<file path="src/include/hot_swap_map.vh">
// Purpose: offsets, field positions, reset values and timing counts
// Assumes: 32-bit apb data, one register per aligned word
// Notes:   definitions only
`ifndef HOT_SWAP_MAP_VH
`define HOT_SWAP_MAP_VH

// register word indices (byte address is index times four)
`define ADC_RESULT_IDX      8'h00
`define ADC_CTRL_IDX        8'h01
`define CTRL_A_IDX          8'h02
`define CTRL_B_IDX          8'h03
`define STAT_A_IDX          8'h04
`define STAT_B_IDX          8'h05
`define STAT_COMMON_IDX     8'h06
`define DELAY_CFG_IDX       8'h07
`define IDX_TO_ADDR(i)      ((i) << 2)

// slot control fields
`define CTRL_MAIN_BIT       0
`define CTRL_AUX_BIT        1

// slot status fields
`define ST_MAIN_OC          0
`define ST_MAIN_FAST        1
`define ST_MAIN_UV          2
`define ST_AUX_OC           3
`define ST_LOCAL_OT         4
`define ST_WIDTH            5

// common status fields
`define CS_DIE_OT           0
`define CS_INT_MASK         1

// adc control fields
`define ADC_SUP_LO          0
`define ADC_SUP_HI          2
`define ADC_PAR_BIT         3
`define ADC_SEL_BIT         4
`define ADC_BUSY_BIT        7

// reset values
`define RST_BYTE            8'h00
`define RST_DELAY           16'h0FA0

// standby qualification: 500 us at 125 MHz (8 ns period)
`define QUAL_TIME_NS        500000
`define CLK_PERIOD_NS       8
`define QUAL_CYCLES         (`QUAL_TIME_NS / `CLK_PERIOD_NS)
`define ADC_CONV_CYCLES     16'h0040

`endif

</file>
<file path="src/logic/hot_swap_ctrl.v">
// Purpose: dual-slot hot-swap fault control with apb registers
// Assumes: analog comparators arrive as asynchronous level inputs
// Notes:   adc converter itself is outside; this block sequences it
// What this block does
// - gate drives for 3.3V and 5V stay low while slot disabled
// - enabled slot with no undervoltage turns its main supplies on
// - switched-off slot closes its output discharge switches
// - standby entered when any main enable is on and any undervoltage input is set
// - aux output follows its pin or bit, independent of main
// - undervoltage with main enable still on asserts fault and irq
// - overcurrent longer than fault delay trips main breaker
// - fast-trip overcurrent turns mains off at once
// - undervoltage trips breaker only while mains enabled
// - aux breaker has no fast trip, trips after fault delay
// - toggling control register enable bits clears a latched fault
// - slot fault pin asserts on trip in pin-controlled mode, and on local overtemp or undervoltage in any mode
// - local overtemperature turns off whole slot, asserts its fault
// - die overtemperature turns off both slots, sets common flag
// - measurement converter result readable over the bus
// - irq output low on breaker trip unless masked
// - each fault event sets a sticky status bit
// - slot status bit clears only on write of one
// - irq released after clear if nothing else pending
// - reset releases after standby supply valid for 500 us
`timescale 1ns/100ps
`default_nettype none
`include "hot_swap_map.vh"
module hot_swap_ctrl #(
  parameter [31:0] QUAL_CYCLES = `QUAL_CYCLES
) (
  // clock, reset, enable
  input  wire        pclk,
  input  wire        presetn,
  input  wire        ce,

  // apb slave
  input  wire        psel,
  input  wire        penable,
  input  wire        pwrite,
  input  wire [7:0]  paddr,
  input  wire [31:0] pwdata,
  output wire        pready,
  output reg  [31:0] prdata,
  output wire        pslverr,

  // pin power interface
  input  wire [1:0]  main_power_pin,
  input  wire [1:0]  standby_output_request_pin,
  output wire [1:0]  slot_fault_n,
  output wire        irq_n,

  // supply and sense comparators
  input  wire        standby_supply_input,
  input  wire [3:0]  undervoltage_lockout,
  input  wire [1:0]  main_overcurrent,
  input  wire [1:0]  fast_trip_sense_level,
  input  wire [1:0]  standby_overcurrent,
  input  wire [1:0]  slot_overtemp,
  input  wire        die_overtemp,

  // converter interface
  output reg         adc_start,
  output reg  [4:0]  adc_channel,
  input  wire [7:0]  adc_data,

  // power outputs
  output wire [1:0]  gate_3v_on,
  output wire [1:0]  gate_5v_on,
  output wire [1:0]  main_on,
  output wire [1:0]  standby_output,
  output wire [1:0]  discharge_on,
  output wire        standby_mode
);
  wire [11:0] raw_in;
  wire [11:0] sync_in;
  wire [3:0]  uv_sync;

  wire [1:0]  mpin;
  wire [1:0]  apin;

  wire [1:0]  moc;
  wire [1:0]  mfast;
  wire [1:0]  aoc;
  wire [1:0]  lot;
  wire        dot;
  wire        stby_ok;
  wire        uv_any;

  wire [1:0]  mreq;
  wire [`ST_WIDTH-1:0] stat_a;
  wire [`ST_WIDTH-1:0] stat_b;
  wire [`ST_WIDTH-1:0] clr_a;
  wire [`ST_WIDTH-1:0] clr_b;
  wire        pend;

  wire        wr;
  wire        rd;

  reg  [31:0] qual_cnt_q;
  reg         run_q;

  reg  [7:0]  ctrl_a_q;
  reg  [7:0]  ctrl_b_q;
  reg  [7:0]  adc_ctrl_q;
  reg  [7:0]  adc_result_q;
  reg  [15:0] adc_cnt_q;
  reg  [15:0] delay_q;
  reg         die_ot_q;
  reg         mask_q;

  assign raw_in = {die_overtemp, standby_supply_input, slot_overtemp,
                   standby_overcurrent, fast_trip_sense_level,
                   main_overcurrent, standby_output_request_pin};
  genvar g;

  generate
    for (g = 0; g < 12; g = g + 1) begin : g_sync
      sync3 u_sync (
        .pclk    (pclk),
        .presetn (presetn),
        .ce      (ce),
        .d       (raw_in[g]),
        .q       (sync_in[g])
      );
    end

    for (g = 0; g < 4; g = g + 1) begin : g_uv
      sync3 u_uv (
        .pclk    (pclk),
        .presetn (presetn),
        .ce      (ce),
        .d       (undervoltage_lockout[g]),
        .q       (uv_sync[g])
      );
    end

    for (g = 0; g < 2; g = g + 1) begin : g_pin
      sync3 u_pin (
        .pclk    (pclk),
        .presetn (presetn),
        .ce      (ce),
        .d       (main_power_pin[g]),
        .q       (mpin[g])
      );
    end
  endgenerate

  assign apin    = sync_in[1:0];
  assign moc     = sync_in[3:2];
  assign mfast   = sync_in[5:4];
  assign aoc     = sync_in[7:6];
  assign lot     = sync_in[9:8];
  assign stby_ok = sync_in[10];
  assign dot     = sync_in[11];

  assign uv_any  = |uv_sync;

  // standby supply qualification gates all slot logic
  always @(posedge pclk or negedge presetn) begin
    if (!presetn) begin
      qual_cnt_q <= 32'h00000000;
      run_q      <= 1'b0;
    end else if (ce) begin
      if (!stby_ok) begin
        qual_cnt_q <= 32'h00000000;
        run_q      <= 1'b0;
      end else if (qual_cnt_q >= QUAL_CYCLES) begin
        run_q <= 1'b1;
      end else begin
        qual_cnt_q <= qual_cnt_q + 32'h00000001;
      end
    end
  end

  assign standby_mode = |(mreq) & uv_any;

  // apb: zero wait states, no error
  assign pready  = 1'b1;
  assign pslverr = 1'b0;

  assign wr = psel & penable & pwrite;
  assign rd = psel & ~penable & ~pwrite;

  assign clr_a = (wr && paddr == `IDX_TO_ADDR(`STAT_A_IDX)) ?
                 pwdata[`ST_WIDTH-1:0] : {`ST_WIDTH{1'b0}};

  assign clr_b = (wr && paddr == `IDX_TO_ADDR(`STAT_B_IDX)) ?
                 pwdata[`ST_WIDTH-1:0] : {`ST_WIDTH{1'b0}};

  // registers; power-on qualification loss clears all but result and slot status
  always @(posedge pclk or negedge presetn) begin
    if (!presetn) begin
      ctrl_a_q   <= `RST_BYTE;
      ctrl_b_q   <= `RST_BYTE;
      adc_ctrl_q <= `RST_BYTE;
      delay_q    <= `RST_DELAY;
      die_ot_q   <= 1'b0;
      mask_q     <= 1'b0;
      prdata     <= 32'h00000000;
    end else if (ce) begin
      if (!run_q) begin
        ctrl_a_q   <= `RST_BYTE;
        ctrl_b_q   <= `RST_BYTE;
        adc_ctrl_q <= `RST_BYTE;
        delay_q    <= `RST_DELAY;
        die_ot_q   <= 1'b0;
        mask_q     <= 1'b0;
      end else begin
        if (wr) begin
          case (paddr)
            `IDX_TO_ADDR(`CTRL_A_IDX): ctrl_a_q <= pwdata[7:0];
            `IDX_TO_ADDR(`CTRL_B_IDX): ctrl_b_q <= pwdata[7:0];
            `IDX_TO_ADDR(`ADC_CTRL_IDX):
              adc_ctrl_q <= {1'b0, 2'b00, pwdata[4:0]};
            `IDX_TO_ADDR(`DELAY_CFG_IDX): delay_q <= pwdata[15:0];
            `IDX_TO_ADDR(`STAT_COMMON_IDX):
              mask_q <= pwdata[`CS_INT_MASK];
            default: ;
          endcase
        end

        // die flag: set wins over a write-one clear
        if (dot) begin
          die_ot_q <= 1'b1;
        end else if (wr && paddr == `IDX_TO_ADDR(`STAT_COMMON_IDX)
                     && pwdata[`CS_DIE_OT]) begin
          die_ot_q <= 1'b0;
        end
      end

      if (rd) begin
        case (paddr)
          `IDX_TO_ADDR(`ADC_RESULT_IDX):
            prdata <= {24'h000000, adc_result_q};
          `IDX_TO_ADDR(`ADC_CTRL_IDX):
            prdata <= {24'h000000, adc_ctrl_q[7:5] | {(|adc_cnt_q), 2'b00},
                       adc_ctrl_q[4:0]};
          `IDX_TO_ADDR(`CTRL_A_IDX):  prdata <= {24'h000000, ctrl_a_q};
          `IDX_TO_ADDR(`CTRL_B_IDX):  prdata <= {24'h000000, ctrl_b_q};
          `IDX_TO_ADDR(`STAT_A_IDX):  prdata <= {27'h0000000, stat_a};
          `IDX_TO_ADDR(`STAT_B_IDX):  prdata <= {27'h0000000, stat_b};
          `IDX_TO_ADDR(`STAT_COMMON_IDX):
            prdata <= {30'h00000000, mask_q, die_ot_q};
          `IDX_TO_ADDR(`DELAY_CFG_IDX): prdata <= {16'h0000, delay_q};
          default: prdata <= 32'h00000000;
        endcase
      end
    end
  end

  // converter sequencing: a write with nonzero supply starts one conversion
  always @(posedge pclk or negedge presetn) begin
    if (!presetn) begin
      adc_cnt_q    <= 16'h0000;
      adc_start    <= 1'b0;
      adc_channel  <= 5'h00;
      adc_result_q <= 8'h00;
    end else if (ce) begin
      adc_start <= 1'b0;

      if (run_q && wr && paddr == `IDX_TO_ADDR(`ADC_CTRL_IDX)
          && pwdata[`ADC_SUP_HI:`ADC_SUP_LO] != 3'b000) begin
        adc_cnt_q   <= `ADC_CONV_CYCLES;
        adc_start   <= 1'b1;
        adc_channel <= pwdata[4:0];
      end else if (adc_cnt_q != 16'h0000) begin
        adc_cnt_q <= adc_cnt_q - 16'h0001;
        if (adc_cnt_q == 16'h0001) begin
          adc_result_q <= adc_data;
        end
      end
    end
  end

  // two slots share one breaker module
  slot_breaker u_slot_a (
    .pclk      (pclk),
    .presetn   (presetn),
    .ce        (ce & run_q),

    .main_pin  (mpin[0]),
    .aux_pin   (apin[0]),
    .main_bit  (ctrl_a_q[`CTRL_MAIN_BIT]),
    .aux_bit   (ctrl_a_q[`CTRL_AUX_BIT]),
    .delay_cfg (delay_q),
    .uv_any    (uv_any),

    .main_oc   (moc[0]),
    .main_fast (mfast[0]),
    .aux_oc    (aoc[0]),
    .local_ot  (lot[0]),
    .die_ot    (dot),
    .clr       (clr_a),

    .gate_3v   (gate_3v_on[0]),
    .gate_5v   (gate_5v_on[0]),
    .main_on   (main_on[0]),
    .aux_on    (standby_output[0]),
    .discharge (discharge_on[0]),
    .fault_n   (slot_fault_n[0]),
    .stat_q    (stat_a),
    .main_req  (mreq[0])
  );

  slot_breaker u_slot_b (
    .pclk      (pclk),
    .presetn   (presetn),
    .ce        (ce & run_q),

    .main_pin  (mpin[1]),
    .aux_pin   (apin[1]),
    .main_bit  (ctrl_b_q[`CTRL_MAIN_BIT]),
    .aux_bit   (ctrl_b_q[`CTRL_AUX_BIT]),
    .delay_cfg (delay_q),
    .uv_any    (uv_any),

    .main_oc   (moc[1]),
    .main_fast (mfast[1]),
    .aux_oc    (aoc[1]),
    .local_ot  (lot[1]),
    .die_ot    (dot),
    .clr       (clr_b),

    .gate_3v   (gate_3v_on[1]),
    .gate_5v   (gate_5v_on[1]),
    .main_on   (main_on[1]),
    .aux_on    (standby_output[1]),
    .discharge (discharge_on[1]),
    .fault_n   (slot_fault_n[1]),
    .stat_q    (stat_b),
    .main_req  (mreq[1])
  );

  // irq low while any sticky bit pends and not masked
  assign pend  = (|stat_a) | (|stat_b) | die_ot_q;
  assign irq_n = ~(~mask_q & pend);
  // releases once the last pending bit is cleared
endmodule
`default_nettype wire

</file>
<file path="src/logic/slot_breaker.v">
// Purpose: one slot's breakers, enables, gate, discharge and status bits
// Assumes: sense inputs already synchronised
// Notes:   trips latch until the matching enable is cycled
`timescale 1ns/100ps
`default_nettype none
`include "hot_swap_map.vh"
module slot_breaker (
  // clock and reset
  input  wire                   pclk,
  input  wire                   presetn,
  input  wire                   ce,
  // enables
  input  wire                   main_pin,
  input  wire                   aux_pin,
  input  wire                   main_bit,
  input  wire                   aux_bit,
  input  wire [15:0]            delay_cfg,
  // sense
  input  wire                   uv_any,
  input  wire                   main_oc,
  input  wire                   main_fast,
  input  wire                   aux_oc,
  input  wire                   local_ot,
  input  wire                   die_ot,
  // status clear
  input  wire [`ST_WIDTH-1:0]   clr,
  // outputs
  output reg                    gate_3v,
  output reg                    gate_5v,
  output reg                    main_on,
  output reg                    aux_on,
  output reg                    discharge,
  output reg                    fault_n,
  output reg  [`ST_WIDTH-1:0]   stat_q,
  output wire                   main_req
);
  reg  [15:0]          main_cnt_q;
  reg  [15:0]          aux_cnt_q;
  reg                  main_trip_q;
  reg                  aux_trip_q;
  reg                  main_req_q;
  reg                  aux_req_q;
  wire                 aux_req;
  wire                 main_cycle;
  wire                 aux_cycle;
  wire                 oc_expire;
  wire                 aux_expire;
  wire                 uv_trip;
  wire                 main_trip_ev;
  wire                 aux_trip_ev;
  reg  [`ST_WIDTH-1:0] ev;

  assign main_req   = main_pin | main_bit;
  assign aux_req    = aux_pin | aux_bit;
  assign main_cycle = main_req_q & ~main_req;
  assign aux_cycle  = aux_req_q & ~aux_req;
  assign oc_expire  = main_on & main_oc & (main_cnt_q >= delay_cfg);
  assign aux_expire = aux_on & aux_oc & (aux_cnt_q >= delay_cfg);
  assign uv_trip    = main_req & uv_any;
  assign main_trip_ev = oc_expire | (main_on & main_fast) | uv_trip
                      | local_ot | die_ot;
  assign aux_trip_ev  = aux_expire | local_ot | die_ot;

  always @* begin
    ev = {`ST_WIDTH{1'b0}};
    ev[`ST_MAIN_OC]   = oc_expire;
    ev[`ST_MAIN_FAST] = main_on & main_fast;
    ev[`ST_MAIN_UV]   = uv_trip;
    ev[`ST_AUX_OC]    = aux_expire;
    ev[`ST_LOCAL_OT]  = local_ot;
  end

  always @(posedge pclk or negedge presetn) begin
    if (!presetn) begin
      main_cnt_q  <= 16'h0000;
      aux_cnt_q   <= 16'h0000;
      main_trip_q <= 1'b0;
      aux_trip_q  <= 1'b0;
      main_req_q  <= 1'b0;
      aux_req_q   <= 1'b0;
      stat_q      <= {`ST_WIDTH{1'b0}};
      fault_n     <= 1'b1;
      main_on     <= 1'b0;
      aux_on      <= 1'b0;
      gate_3v     <= 1'b0;
      gate_5v     <= 1'b0;
      discharge   <= 1'b1;
    end else if (ce) begin
      main_req_q <= main_req;
      aux_req_q  <= aux_req;
      // fault delay restarts when overcurrent goes away
      if (main_on & main_oc) begin
        main_cnt_q <= main_cnt_q + 16'h0001;
      end else begin
        main_cnt_q <= 16'h0000;
      end
      if (aux_on & aux_oc) begin
        aux_cnt_q <= aux_cnt_q + 16'h0001;
      end else begin
        aux_cnt_q <= 16'h0000;
      end
      // latch until the enable is cycled
      if (main_trip_ev) begin
        main_trip_q <= 1'b1;
      end else if (main_cycle) begin
        main_trip_q <= 1'b0;
      end
      if (aux_trip_ev) begin
        aux_trip_q <= 1'b1;
      end else if (aux_cycle) begin
        aux_trip_q <= 1'b0;
      end
      // set wins over clear
      stat_q <= (stat_q & ~clr) | ev;
      if (((main_trip_ev | aux_trip_ev) & (main_pin | aux_pin))
          | local_ot | uv_trip) begin
        fault_n <= 1'b0;
      end else if ((main_cycle | aux_cycle) & ~main_req & ~aux_req) begin
        fault_n <= 1'b1;
      end
      main_on   <= main_req & ~main_trip_q & ~main_trip_ev
                 & ~uv_any;
      aux_on    <= aux_req & ~aux_trip_q & ~aux_trip_ev;
      gate_3v   <= main_req & ~main_trip_q & ~main_trip_ev
                 & ~uv_any;
      gate_5v   <= main_req & ~main_trip_q & ~main_trip_ev & ~uv_any;
      discharge <= ~(main_req & ~main_trip_q & ~main_trip_ev & ~uv_any)
                 & ~(aux_req & ~aux_trip_q & ~aux_trip_ev);
    end
  end
endmodule
`default_nettype wire

</file>
<file path="src/logic/sync3.v">
// Purpose: three-stage synchroniser, change taken when stages 2 and 3 agree
// Assumes: asynchronous input
// Notes:   stage one feeds stage two only
`timescale 1ns/100ps
`default_nettype none
module sync3 (
  // clock and reset
  input  wire pclk,
  input  wire presetn,
  input  wire ce,
  // data
  input  wire d,
  output reg  q
);
  reg s1_q;
  reg s2_q;
  reg s3_q;
  always @(posedge pclk or negedge presetn) begin
    if (!presetn) begin
      s1_q <= 1'b0;
      s2_q <= 1'b0;
      s3_q <= 1'b0;
      q    <= 1'b0;
    end else if (ce) begin
      s1_q <= d;
      s2_q <= s1_q;
      s3_q <= s2_q;
      if (s2_q == s3_q) begin
        q <= s3_q;
      end
    end
  end
endmodule
`default_nettype wire

</file>
<file path="config.mk">
export PLATFORM = sky130hd
export DESIGN_NAME = hot_swap_ctrl
export DESIGN_NICKNAME = d
export VERILOG_FILES = /design/src/logic/hot_swap_ctrl.v /design/src/logic/slot_breaker.v /design/src/logic/sync3.v
export VERILOG_INCLUDE_DIRS = /design/src /design/src/include
export SDC_FILE = /design/constraint.sdc
export NUM_CORES = 1
export LEC_CHECK = 0
export BUFFER_PORTS_ARGS = -buffer_cell sky130_fd_sc_hd__clkbuf_2
export CORE_ASPECT_RATIO = 0.6
export CORE_UTILIZATION = 45
export DETAILED_ROUTE_END_ITERATION = 6
export PLACE_DENSITY_LB_ADDON = 0.15
export SETUP_SLACK_MARGIN = 0.1
export SYNTH_ARGS = -nofsm -noshare
export SYNTH_HDL_FRONTEND = slang
export SYNTH_SLANG_ARGS = --single-unit
</file>
<file path="constraint.sdc">
create_clock -name pclk -period 2.8 [get_ports pclk]
set_clock_uncertainty 0.1 [all_clocks]
set_input_delay 0.7 -clock pclk [delete_from_list [all_inputs] [get_ports pclk]]
set_output_delay 0.7 -clock pclk [all_outputs]
set_load 0.03 [all_outputs]
</file>
==> results_dict.tcl <==
set metrics [dict create \
    outcome "complete, but fails checks" \
    violations "design-rule violations" \
    final_common_cell "dfrtp_1" \
    netlist_top_cells_area "dfrtp_1, ha_1, o21ai_0, nand2_1, mux2_2" \
    clk_pin_slew_ns 0.07 \
    syn_to_final_growth_pct 14.1 \
    numPortBuffers 91 \
    cp.required_ns 2.00 \
    place_congestion 0.922 \
    drt_iter0_drc 998 \
    insertion_delay_ns 0.55 \
    min_path_type "primary input to flop" \
    rows 50 \
    yosys.area.top_type "dfrtp_1" \
    final_nets 1679 \
    pre_cts_slack_ns 0.148 \
    fin_crit_sh 0.946 \
    die_width_um 232 \
    initial_core_util 0.458 \
    clock-sinks 280 \
    die_h_um 140 \
    ys_ff_latch 280 \
    grt_pass1_vias 10232 \
    use_met2 0.288 \
    peakVddDrop_uv 396 \
    drc 1 \
    cts.root.buffer_cell "clkbuf_16" \
    cts.htree.levels 1 \
    synth_top_area_frac 0.473 \
    routed_wl_um 35500 \
    grt_use_met1 0.381 \
    setup_viol_count_final 0 \
    synth_edf_count 0 \
    path_class "flop to output port" \
    synth_area_um2 14300 \
    cts_made_buffers 27 \
    postLayoutSetupSlackWorst_ns 0.150 \
    critical_path_arrival_ns 1.85 \
    grt-ovfl-total 0 \
    leakage_nw 7.61 \
    drive_gt1_frac 0.178 \
    fin_setup_tns_ns 0 \
    clk_path_buf_depth 3 \
    die_area_um2 32500 \
    routedWlPerCell_um 18.0 \
    tritoncts "yes" \
    rsz0062_at_grt "true" \
    place_hpwl_um 26200 \
    min_path_cells 2 \
    p_per_area_nw_per_um2 620 \
    grtUsageTotal 0.224 \
    crit_fanout 2 \
    grt_max_degree 60 \
    final_cell_mix "dfrtp_1, o21ai_0, nand2_1" \
    clock.fmax_mhz 377 \
    antenna_left 0 \
    async_reset_ff_frac 1.00 \
    stdcell_area_um2 16300 \
    antenna_found_initial 0 \
    vias_per_cell 5.63 \
    crit_path_end_kind "output port" \
    ys_warn_count 0 \
    post_dp_cell_area_um2 15200 \
    tightest_slew_ns 0.943 \
    gr-max-usage-layer "met1" \
    vias 11083 \
    grt.met3_usage 0.0362 \
    maxSlewHeadroom 0.366 \
    synth_ff_type "dfrtp_1" \
    fin_util 0.522 \
    reg2reg_depth 8 \
    ios 126 \
    drv_cap 0 \
    synth.avg_cell_area_um2 9.94 \
    syn_inst 1437 \
    drv_slew 0 \
    grt_pass1_wl_um 57600 \
    synth-seq-area-share 0.491 \
    dr.pass1.iters 7 \
    fin_crit_ns 2.65 \
    finalHoldViolations 0 \
    design.core.area_um2 31200 \
    cp-start-kind "flop" \
    synth_cell_types 73 \
    diodes 0 \
]
==> critical path, cell delays in order, from the launching register on <==
cell and delay [ns]:
dfrtp_1 0.39, or4_4 0.60, o21ai_4 0.09, nand2_2 0.08, buf_8 0.14
==> per-layer routing <==
| metal | share of wire | vias to the layer above |
|---|---|---|
| met5 | 0 | - |
| met4 | 0.017 | 0 |
| met3 | 0.062 | 50 |
| met2 | 0.38 | 344 |
| met1 | 0.54 | 5381 |
| li1 | - | 5308 |
==> where the power goes <==
group          internal (mW)  switching [mW]
Combinational          0.510           0.726
Clock                   2.48            1.59
Sequential              4.39           0.411
==> state kept, by name, summed over array words and instances, names as in the netlist, 12 cells and up <==
register / cells
g_sync.u_sync.s1_q: 12
g_sync.u_sync.s2_q: 12
u_slot_a.main_cnt_q: 16
u_slot_b.aux_cnt_q: 16
adc_cnt_q: 16
g_sync.u_sync.s3_q: 12
delay_q: 16
u_slot_a.aux_cnt_q: 16
g_sync.u_sync.q: 12
qual_cnt_q: 32
u_slot_b.main_cnt_q: 16
prdata: 16
==> worst paths after layout <==
check	slack, ns	from	endpoint
max	0.15	g_uv[0].u_uv.q	standby_mode
min	0.28	standby_output_request_pin[1]	g_sync[1].u_sync.s1_q
max reg2reg	0.24	delay_q[13]	u_slot_a.fault_n
min reg2reg	0.38	prdata[12]	prdata[12]
max in group asynchronous	1.33	presetn	delay_q[10]
min in group asynchronous	0.52	presetn	adc_cnt_q[12]
==> logic make-up after synthesis <==
group	Yosys count	share of synthesized area
AOI/OAI and AO/OA	369	0.155
xor gates and xnor gates	39	0.0239
adders and majority gates	73	0.0640
buffers and inverters	136	0.0468
DFF	280	0.491
muxes	64	0.0524
other	2	0.000526
and+or+nand+nor	474	0.166
==> cell type report <==
| class | instances | area [µm²] |
|---|---|---|
| clock buffers | 38 | 777 |
| flip-flops and latches | 280 | 7020 |
| repair buffers | 134 | 866 |
| well taps | 416 | 520 |
| inverters | 54 | 206 |
| fillers | 2855 | 14900 |
| multi-input cells | 1037 | 6700 |
| clock inverters | 11 | 205 |
==> through the flow <==
| step | hold WS, ns | power, mW | std cells |
|---|---|---|---|
| floorplan | 0.304 | 5.55 | 1453 |
| global placement | 0.361 | 5.96 | 1915 |
| detailed placement | 0.371 | 6.02 | 1915 |
| CTS | 0.262 | 10.2 | 1967 |
| global route | 0.264 | 10.6 | 1970 |
| finish | 0.278 | 10.1 | 1970 |
==> synthesized netlist by cell type (all sizes together), types with 26 or more instances <==
library cell and n:
a21oi 63, and3 31, buf 42, clkbuf 40, dfrtp 270, ha 73
inv 54, mux2 62, nand2 163, nand3 52, nand4 26, nor2 94
o21ai 185, xor2 30
==> what timing repair did <==
action,4_1_cts,5_1_grt
hold endpoints to repair,33,0
hold buffers,1,0
pin swaps,1,2
resized for setup,8,7
setup endpoints to repair,1,3
setup buffers,2,3
Power figures use the tool's default switching activity.
